File: src/inc/isec_pkg.sv
`default_nettype none
package isec_pkg;
  // Register indices behind the data port
  localparam logic [7:0] ISEC_IDX_STATUS = 8'hfe;
  localparam logic [7:0] ISEC_IDX_MASK = 8'hff;
  localparam logic [7:0] ISEC_IDX_RDHI = 8'hf5;
  // Value forced into the read address high byte on wrap enable
  localparam logic [7:0] ISEC_RDHI_WRAP = 8'h0c;
  // Writable mask bits, bit 6 reserved and read as zero
  localparam logic [7:0] ISEC_MASK_RW = 8'hbf;
  localparam int ISEC_WRAP_BIT = 7;
  // Auto-load control field value that accepts a setting
  localparam logic [1:0] ISEC_ACCEPT = 2'b01;
  // Image word numbers
  localparam logic [2:0] ISEC_W_CTRL = 3'h3;
  localparam logic [2:0] ISEC_W_VID = 3'h4;
  localparam logic [2:0] ISEC_W_PID = 3'h5;
  localparam logic [2:0] ISEC_W_PIN = 3'h6;
  localparam logic [2:0] ISEC_W_LAST = 3'h7;
  // Identity defaults; values are arbitrary
  localparam logic [15:0] ISEC_VID_DEF = 16'h1234;
  localparam logic [15:0] ISEC_PID_DEF = 16'h5678;

  // Loader states, one-hot
  typedef enum logic [2:0] {
    ISEC_FETCH = 3'h1,
    ISEC_WAIT = 3'h2,
    ISEC_DONE = 3'h4
  } isec_fsm_t;

  // Host bus pins as sampled, before polarity correction
  typedef struct packed {
    logic cs;
    logic rd;
    logic wr;
    logic cmd;
    logic [7:0] data;
  } isec_pins_t;

  // Pin and wake options taken from the image
  typedef struct packed {
    logic cs_low;
    logic rd_low;
    logic wr_low;
    logic int_low;
    logic int_od;
    logic wake_low;
    logic wake_pulse;
    logic magic_wake_en;
    logic link_wake_en;
    logic led_mode1;
    logic phy_enable;
    logic [1:0] second_lamp_pin_sel;
    logic first_lamp_pin_wide;
    logic auto_crossover;
  } isec_cfg_t;

  localparam isec_cfg_t ISEC_CFG_DEF = '{cs_low: 1'b1, rd_low: 1'b1,
    wr_low: 1'b1, auto_crossover: 1'b1, default: '0};
  localparam logic [1:0] ISEC_LAMP2_WAIT = 2'b01;
  localparam logic [1:0] ISEC_LAMP2_WAKE = 2'b10;

  // Whole state of the block
  typedef struct packed {
    isec_fsm_t fsm;
    logic [2:0] wcnt;
    logic [7:0][15:0] img;
    logic ready;
    logic ee_req;
    isec_cfg_t cfg;
    logic [15:0] vid;
    logic [15:0] pid;
    logic [47:0] mac;
    logic [5:0] flags;
    logic [7:0] mask;
    logic [7:0] rdhi;
    logic [7:0] index;
    logic wr_q;
    logic [7:0] dout;
    logic doe;
    logic irq;
    logic irq_oe;
  } isec_state_t;
endpackage : isec_pkg
`default_nettype wire

File: src/hdl/isec_top.sv
// What this block does
// - Six sticky event flags, write one clears
// - Mask bit 5 gates link change interrupt
// - Mask bit 4 gates transmit underrun interrupt
// - Mask bit 3 gates overflow counter interrupt
// - Mask bit 2 gates receive overflow interrupt
// - Mask bit 1 gates packet sent interrupt
// - Mask bit 0 gates packet received interrupt
// - Mask bit 7 enables buffer pointer wrap
// - Setting wrap enable loads read high 0Ch
// - Station address from image words 0-2
// - Ctrl 1:0 = 01 loads vendor/product ids
// - Ctrl 3:2 = 01 accepts pin control word
// - Word 7 bits 3:0 only 8-bit, ctrl 7:6
// - Word 7 bits 7,8,15:12 gated by ctrl, 15 and 13:12 wide bus only
// - Word 6 bits 0-2 set strobe polarity
// - Word 6 bits 3-4 set interrupt polarity/drive
// - Word 7 bits 0-1 set wake polarity/pulse
// - Word 7 bits 2-3 enable wake events
// - Word 7 bit 8 phy, bit 7 LED
// - Word 7 13:12 repurpose second lamp pin
// - Word 7 15 wide lamp, 14 crossover
`timescale 1ns/1ps
`default_nettype none
module isec_top
  import isec_pkg::*;
(
  // Clock and reset
  input wire logic clock_i,
  input wire logic rst_b_i,
  // Host parallel bus, data port split into in/out/enable
  input wire isec_pins_t host_i,
  output logic [7:0] data_o,
  output logic data_oe_o,
  // Strap: high in 8-bit bus mode
  input wire logic bus_width_indicator_i,
  // Event pulses, bit order as the status flags
  input wire logic [5:0] event_i,
  // Serial memory word fetch port
  output logic ee_req_o,
  output logic [2:0] ee_addr_o,
  input wire logic ee_ack_i,
  input wire logic [15:0] ee_word_i,
  input wire logic ee_present_i,
  // Interrupt pin
  output logic irq_o,
  output logic irq_oe_o,
  // Loaded configuration
  output logic ready_o,
  output isec_cfg_t cfg_o,
  output logic [47:0] station_addr_o,
  output logic [15:0] vendor_id_o,
  output logic [15:0] product_id_o,
  output logic pointer_wrap_enable_o,
  output logic [7:0] read_addr_high_o
);

  isec_state_t s_r; // Registered state
  isec_state_t s_nxt; // Next state
  logic cs_act; // Chip select after polarity
  logic rd_act; // Read strobe after polarity
  logic wr_act; // Write strobe after polarity
  logic wr_evt; // Leading edge of a qualified write
  logic pend; // Any enabled flag pending
  logic bus8; // Narrow bus mode

  assign bus8 = bus_width_indicator_i;

  // Strobe polarity follows the loaded pin options
  always_comb begin
    cs_act = s_r.cfg.cs_low ? ~host_i.cs : host_i.cs;
    rd_act = s_r.cfg.rd_low ? ~host_i.rd : host_i.rd;
    wr_act = s_r.cfg.wr_low ? ~host_i.wr : host_i.wr;
    // Acting on the edge keeps a long strobe from clearing twice
    wr_evt = cs_act & wr_act & ~s_r.wr_q & s_r.ready;
  end

  // Next state: loader, register file, interrupt pin
  always_comb begin
    s_nxt = s_r;
    s_nxt.wr_q = cs_act & wr_act;
    case (s_r.fsm)
      ISEC_FETCH: begin
        if (!ee_present_i) begin
          // No image: keep defaults and open the bus
          s_nxt.fsm = ISEC_DONE;
          s_nxt.ready = 1'b1;
          s_nxt.ee_req = 1'b0;
        end else begin
          s_nxt.ee_req = 1'b1;
          s_nxt.fsm = ISEC_WAIT;
        end
      end
      ISEC_WAIT: begin
        if (ee_ack_i) begin
          s_nxt.ee_req = 1'b0;
          s_nxt.img[s_r.wcnt] = ee_word_i;
          if (s_r.wcnt == ISEC_W_LAST) begin
            s_nxt.fsm = ISEC_DONE;
            s_nxt.ready = 1'b1;
          end else begin
            s_nxt.wcnt = s_r.wcnt + 3'h1;
            s_nxt.fsm = ISEC_FETCH;
          end
        end
      end
      ISEC_DONE: begin
        s_nxt.ee_req = 1'b0;
      end
      default: begin
        s_nxt.fsm = ISEC_FETCH;
      end
    endcase

    // Apply the image once, on the last word
    if (s_r.fsm == ISEC_WAIT && ee_ack_i && s_r.wcnt == ISEC_W_LAST) begin
      // Byte 0 of the address sits in the low byte of word 0
      s_nxt.mac = {s_nxt.img[2], s_nxt.img[1], s_nxt.img[0]};
      if (s_nxt.img[ISEC_W_CTRL][1:0] == ISEC_ACCEPT) begin
        s_nxt.vid = s_nxt.img[ISEC_W_VID];
        s_nxt.pid = s_nxt.img[ISEC_W_PID];
      end
      if (s_nxt.img[ISEC_W_CTRL][3:2] == ISEC_ACCEPT) begin
        s_nxt.cfg.cs_low = s_nxt.img[ISEC_W_PIN][0];
        s_nxt.cfg.rd_low = s_nxt.img[ISEC_W_PIN][1];
        s_nxt.cfg.wr_low = s_nxt.img[ISEC_W_PIN][2];
        s_nxt.cfg.int_low = s_nxt.img[ISEC_W_PIN][3];
        s_nxt.cfg.int_od = s_nxt.img[ISEC_W_PIN][4];
      end
      // Wake options only matter with the narrow bus
      if (s_nxt.img[ISEC_W_CTRL][7:6] == ISEC_ACCEPT && bus8) begin
        s_nxt.cfg.wake_low = ee_word_i[0];
        s_nxt.cfg.wake_pulse = ee_word_i[1];
        s_nxt.cfg.magic_wake_en = ee_word_i[2];
        s_nxt.cfg.link_wake_en = ee_word_i[3];
      end
      if (s_nxt.img[ISEC_W_CTRL][11:10] == ISEC_ACCEPT) begin
        s_nxt.cfg.led_mode1 = ee_word_i[7];
      end
      if (s_nxt.img[ISEC_W_CTRL][13:12] == ISEC_ACCEPT) begin
        s_nxt.cfg.phy_enable = ee_word_i[8];
      end
      if (s_nxt.img[ISEC_W_CTRL][15:14] == ISEC_ACCEPT) begin
        s_nxt.cfg.auto_crossover = ee_word_i[14];
        // Lamp pin reuse exists only on the wide bus
        if (!bus8) begin
          s_nxt.cfg.second_lamp_pin_sel = ee_word_i[13:12];
          s_nxt.cfg.first_lamp_pin_wide = ee_word_i[15];
        end
      end
    end

    // Index port write, then data port writes
    if (wr_evt && !host_i.cmd) begin
      s_nxt.index = host_i.data;
    end
    // Set wins over clear: an event in the clear cycle stays
    if (wr_evt && host_i.cmd && s_r.index == ISEC_IDX_STATUS) begin
      s_nxt.flags = (s_r.flags & ~host_i.data[5:0]) | event_i;
    end else begin
      s_nxt.flags = s_r.flags | event_i;
    end
    if (wr_evt && host_i.cmd && s_r.index == ISEC_IDX_MASK) begin
      s_nxt.mask = host_i.data & ISEC_MASK_RW;
      if (host_i.data[ISEC_WRAP_BIT]) begin
        s_nxt.rdhi = ISEC_RDHI_WRAP;
      end
    end
    if (wr_evt && host_i.cmd && s_r.index == ISEC_IDX_RDHI) begin
      s_nxt.rdhi = host_i.data;
    end

    // Read data, lagging the strobe by one clock
    s_nxt.doe = cs_act & rd_act & ~wr_act & s_r.ready & host_i.cmd;
    case (s_r.index)
      ISEC_IDX_STATUS: s_nxt.dout = {bus8, 1'b0, s_nxt.flags};
      ISEC_IDX_MASK: s_nxt.dout = s_nxt.mask;
      ISEC_IDX_RDHI: s_nxt.dout = s_nxt.rdhi;
      default: s_nxt.dout = 8'h00;
    endcase

    // Interrupt pin from masked flags
    pend = |(s_nxt.flags & s_nxt.mask[5:0]);
    if (s_nxt.cfg.int_od) begin
      // Open drain: only the asserted level is driven
      s_nxt.irq = ~s_nxt.cfg.int_low;
      s_nxt.irq_oe = pend;
    end else begin
      s_nxt.irq = pend ^ s_nxt.cfg.int_low;
      s_nxt.irq_oe = 1'b1;
    end
  end

  // State register
  always_ff @(posedge clock_i or negedge rst_b_i) begin
    if (!rst_b_i) begin
      s_r <= '0;
      s_r.fsm <= ISEC_FETCH;
      s_r.cfg <= ISEC_CFG_DEF;
      s_r.vid <= ISEC_VID_DEF;
      s_r.pid <= ISEC_PID_DEF;
      s_r.irq_oe <= 1'b1;
    end else begin
      s_r <= s_nxt;
    end
  end

  // Outputs straight from the state register
  assign data_o = s_r.dout;
  assign data_oe_o = s_r.doe;
  assign ee_req_o = s_r.ee_req;
  assign ee_addr_o = s_r.wcnt;
  assign irq_o = s_r.irq;
  assign irq_oe_o = s_r.irq_oe;
  assign ready_o = s_r.ready;
  assign cfg_o = s_r.cfg;
  assign station_addr_o = s_r.mac;
  assign vendor_id_o = s_r.vid;
  assign product_id_o = s_r.pid;
  assign pointer_wrap_enable_o = s_r.mask[ISEC_WRAP_BIT];
  assign read_addr_high_o = s_r.rdhi;

  logic [5:0] masked; // Enabled pending flags
  assign masked = s_r.flags & s_r.mask[5:0];
endmodule : isec_top
`default_nettype wire

File: config.mk
export PLATFORM = sky130hd
export DESIGN_NAME = isec_top
export DESIGN_NICKNAME = d
export VERILOG_FILES = /design/src/inc/isec_pkg.sv /design/src/hdl/isec_top.sv
export SDC_FILE = /design/constraint.sdc
export NUM_CORES = 1
export LEC_CHECK = 0
export BUFFER_PORTS_ARGS = -buffer_cell sky130_fd_sc_hd__buf_2
export CAP_MARGIN = 20
export CORE_MARGIN = 1.5
export CORE_UTILIZATION = 40
export CTS_CLUSTER_DIAMETER = 80
export DETAILED_ROUTE_END_ITERATION = 16
export PLACE_DENSITY_LB_ADDON = 0.1
export SLEW_MARGIN = 20
export SYNTH_ARGS = -nofsm -noshare
export SYNTH_HDL_FRONTEND = slang
export SYNTH_SLANG_ARGS = --single-unit
File: constraint.sdc
create_clock -name clock_i -period 2.65 [get_ports clock_i]
set_input_delay 0.53 -clock clock_i [delete_from_list [all_inputs] [get_ports clock_i]]
set_output_delay 0.53 -clock clock_i [all_outputs]
set_load 0.05 [all_outputs]
Yosys cells after proc, flatten, opt, wreduce, memory -nomap -nowiden
Cells that the tools add are included.
- output and inout port bits: 120
- bits of input ports: 39
- register bits: 273
- word-level logic and storage cells: 137
- bitwise logic cells: 22
- reductions and logical operators: 25
- mux-type cells: 31
- add/subtract/negate cells: 1
- $lt $le $gt $ge: 2
- equality and inequality tests: 16
- operator list (kind ; number):
    $mux 136 ; 1
    $bwmux 128 ; 1
    $mux 101 ; 1
    $mux 92 ; 1
    $demux 16 s3 ; 1
    $mux 16 ; 2
    $mux 32 ; 1
    $eq 8x8->1 const B ; 3
    $pmux 8 s3 ; 1
    $reduce_and 2->1 ; 9
    $mux 8 ; 2
    $and 6x6->6 ; 2
    $eq 2x1->1 const B ; 6
    $mux 3 ; 4
    $or 6x6->6 ; 2
    $logic_and 1x1->1 ; 9
    $not 1->1 ; 9
    $pmux 3 s3 ; 1
    $mux 1 ; 8
    $mux 4 ; 2
    $and 1x1->1 ; 7
    $eq 3x3->1 const B ; 2
    $mux 6 ; 1
    $ne 2x2->1 const B ; 3
    other kinds (16) ; 18

Longest topological paths before layout
- depth after elaboration: 13
- depth in mapped cells: 9
- depth with buffers taken out: 7

Worst setup path before layout
No wires, ideal clock.
- path kind: register -> register
- from: reg s_r[271] in the netlist's numbering
- to: reg s_r (netlist bit vendor_id_o[10])
- required time: 2.525 ns
- clock period less this slack: 2.420 ns
- stages on the path, launching flop included: 9
- path slack: 0.230 ns
- buffers on the path: 2
- arrival: 2.295 ns
- setup time: 0.125 ns
- cells stage by stage: dfrtp_1 -> nor2b_2 -> nor3b_2 -> nand2b_1 -> buf_2 -> nor3b_2 -> buf_4 -> mux2_2 -> mux2_2
- RTL lines (item ; RTL line ; source):
    start: declaration ; isec_top.sv:58 ; isec_state_t s_r;
    start signal: assignment ; isec_top.sv:204 ; s_r <= s_nxt;

==> flow_summary_export.csv <==
group,metric,value,unit
grt,grt_pass1_vias,6612,
worst_setup_path,crit_family,"simple AND/OR/NAND/NOR gates",
worst_setup_path,cp-end-kind,"register",
min_path,hold_start,"host_i[10]",
worst_setup_path,rrSetupSlack,0.20,ns
routing,postRouteWirelength,24000,µm
routing,vias,6257,
synthesis,synth_cells,838,
timing,rsz0062_at_grt,"no",
power_and_ir_drop,ir_drop,0.000379,V
placement,numPortBuffers,158,
layout,fin_nets,958,
worst_setup_path,crit_path_cell_trace,"nor2b_4 > nor3b_4 > and4b_1 > mux2_2 > mux2_2 > nor4_2 > xnor2_1",
die,die_area,26800,µm²
placement,globalplace.congestion,0.831,
grt,grt.total_usage,18.2,%
die,chipHeight,164,µm
clock_tree,cts.clk_slew.worst_paths,0.06,ns
die,fp.dieW,164,µm
synthesis,ys_seq_elements,242,
min_path,hold_depth,4,
synthesis,synthesis.nets,879,
grt,grt_pass1_wl,37600,µm
clock_tree,h-tree-depth,1,
clock_tree,numCtsBuffers,26,
synthesis,async_flop_share,100,%
clock_tree,cts.sinks,242,
timing,holdWs,0.299,ns
layout,multi_input_area,3280,µm²
routing,via_per_inst,4.94,
layout,layout_commonest_cell,"dfrtp_1",
timing,slew-limit-headroom,62.8,%
synthesis,avgSynthCellArea,12.3,µm²
grt,overflow,0,
layout,drive_gt1_share,46.2,%
synthesis,synth_edf_count,0,
synthesis,yosysWarnings,0,
synthesis,syn_area,10300,µm²
run,maxCapViolCount,0,
clock_tree,cts.path.max_buffers,3,
routing,first_iter_violations,324,
power_and_ir_drop,p_total,9540,µW
worst_setup_path,cp.required,3.09,ns
timing,slew_viol_final,0,
timing,period_needed,2.45,ns
synthesis,synth-main-ff-cell,"dfrtp_1",
worst_setup_path,cpMostUsedCell,"mux2_2",
timing,fmaxAchievable,408,MHz
grt,grt_antenna_before_repair,0,
power_and_ir_drop,powerDensity,805,nW/µm²
worst_setup_path,r2r-end,"irq_o",
layout,layout_common_cells,"dfrtp_1, nand2_1, mux2_2",
worst_setup_path,worstRegToRegCells,7,
worst_setup_path,crit_type,"reg2reg",
layout,fillCellCount,2328,
worst_setup_path,cp_slowest_cell,"dfrtp_1",
timing,tightest_slew,0.558,ns
routing,drc,0,
timing,finalHoldViolations,0,
worst_setup_path,crit_fanout,7,
clock_tree,clk_latency,0.52,ns
timing,skew,0.00801,ns
synthesis,yosysSeqAreaShare,58.7,%
layout,diodes,0,
layout,finalNonFillerCells,1266,
routing,final_antenna_net_count,0,
min_path,hp-class,"in2reg",
die,start_util,41.0,%
routing,firstDrtPassIters,4,
timing,timing.final.crit_share,92.5,%
worst_setup_path,startpoint_type,"register",
routing,wl_per_cell,19.0,µm
clock_tree,ctsRootBufferMaster,"clkbuf_16",
synthesis,synth_cell_types,49,
clock_tree,cts_setup_buffers,0,
die,io_pins,159,
placement,place_inst,1218,
worst_setup_path,r2r_start,"s_r[271]",
placement,place_hpwl,16500,µm
min_path,holdPathEnd,"data_oe_o",
layout,seqCellArea,6080,µm²
worst_setup_path,path_buf_inv,0,
timing,fin_setup_tns,0,ns
grt,grt_max_degree,70,
timing,setup_viol,0,
worst_setup_path,crit_arrival,2.89,ns
worst_setup_path,slowest_delay,0.44,ns
die,core,25300,µm²
layout,area_growth,14.5,%
die,placementRows,58,
run_status,status,"completed",
clock_tree,cts_tree,"done",
power_and_ir_drop,leakage,0.00625,µW
[worst max-delay path by stage]
stage / endpoint / from / cells past startpoint / slack, ns
4_1_cts: product_id_o[0] / s_r[271] / 8 / 0.03
2_1_floorplan: vendor_id_o[10] / s_r[271] / 8 / 0.23
6_report: irq_o / s_r[271] / 7 / 0.20
3_3_place_gp: irq_o / host_i[11] / 8 / 0.15
5_1_grt: irq_o / cfg_o[14] / 8 / 0.0007
3_5_place_dp: product_id_o[0] / s_r[271] / 8 / 0.05
[cells in the mapped netlist, drive strengths merged, types with 4 or more instances]
master	count	area [µm²]
nand2	165	622
o21ai	7	35.0
mux2	159	1790
a22o	8	70.1
a22oi	7	52.6
nor4	4	52.6
nand2b	5	31.3
clkbuf	19	71.3
nand3b	4	30.0
buf	125	913
a221o	4	40.0
a31oi	5	31.3
inv	11	41.3
and2	5	31.3
nand3	5	25.0
nor3b	4	45.1
dfstp	19	499
nor3	5	30.0
dfrtp	223	5580
nor2	21	81.3
[report_power, final]
| part | internal [µW] | switching (µW) |
|---|---|---|
| combinational | 617 | 761 |
| clock | 2290 | 1450 |
| sequential | 4230 | 194 |
[state kept, by name, indices dropped and copies added, names as in the netlist]
name                   flops
irq_oe_o                   1
ee_addr_o                  3
data_oe_o                  1
s_r                      122
product_id_o              16
read_addr_high_o           8
data_o                     8
cfg_o                     15
ee_req_o                   1
pointer_wrap_enable_o      1
ready_o                    1
station_addr_o            48
irq_o                      1
vendor_id_o               16
[layout make-up]
class / instances / share of cell area [%]
timing repair buffer: 195 / 9.65
multi-input combinational: 441 / 27.7
clock inverter: 10 / 1.13
sequential: 242 / 51.3
clock buffer: 37 / 6.44
tap: 330 / 3.48
inverter: 11 / 0.348
[worst reg2reg max path: cells and delay by family (launching register included)]
family / cells / cell delay, ns
mux: 2 / 0.67
flops: 1 / 0.44
xor+xnor: 1 / 0.15
simple gates: 4 / 1.12
[layer usage]
metal | global-route usage (%) | share of wire, % | up-vias
li1 | - | - | 2865
met1 | 25.1 | 46 | 3190
met2 | 29.3 | 46 | 170
met3 | 3.31 | 5.5 | 32
met4 | 4.92 | 1.9 | 0
met5 | 0 | 0 | -
[per-stage QoR]
stage / setup WS, ns / utilization (%) / cell area (µm²)
2_1_floorplan: 0.230 / - / 10300
3_3_place_gp: 0.151 / 43.3 / 10900
3_5_place_dp: 0.0492 / 43.3 / 10900
4_1_cts: 0.0268 / 46.9 / 11800
5_1_grt: 0.000659 / 46.9 / 11900
6_report: 0.199 / 46.9 / 11900
[logic make-up after synthesis]
logic type | share of synthesized area, %
DFF | 58.7
xor gates and xnor gates | 0.423
AOI/OAI and AO/OA | 3.36
muxes | 17.5
and+or+nand+nor | 9.82
buffers and inverters | 9.91
adders and majority gates | 0.242
[timing repair]
| item | in CTS | in global routing |
|---|---|---|
| endpoints found under the hold margin | 43 | 0 |
| setup endpoints to repair | 0 | 39 |
| hold buffers | 1 | 0 |
| gates resized for setup | 0 | 3 |
(Power assumes the default switching activity.)
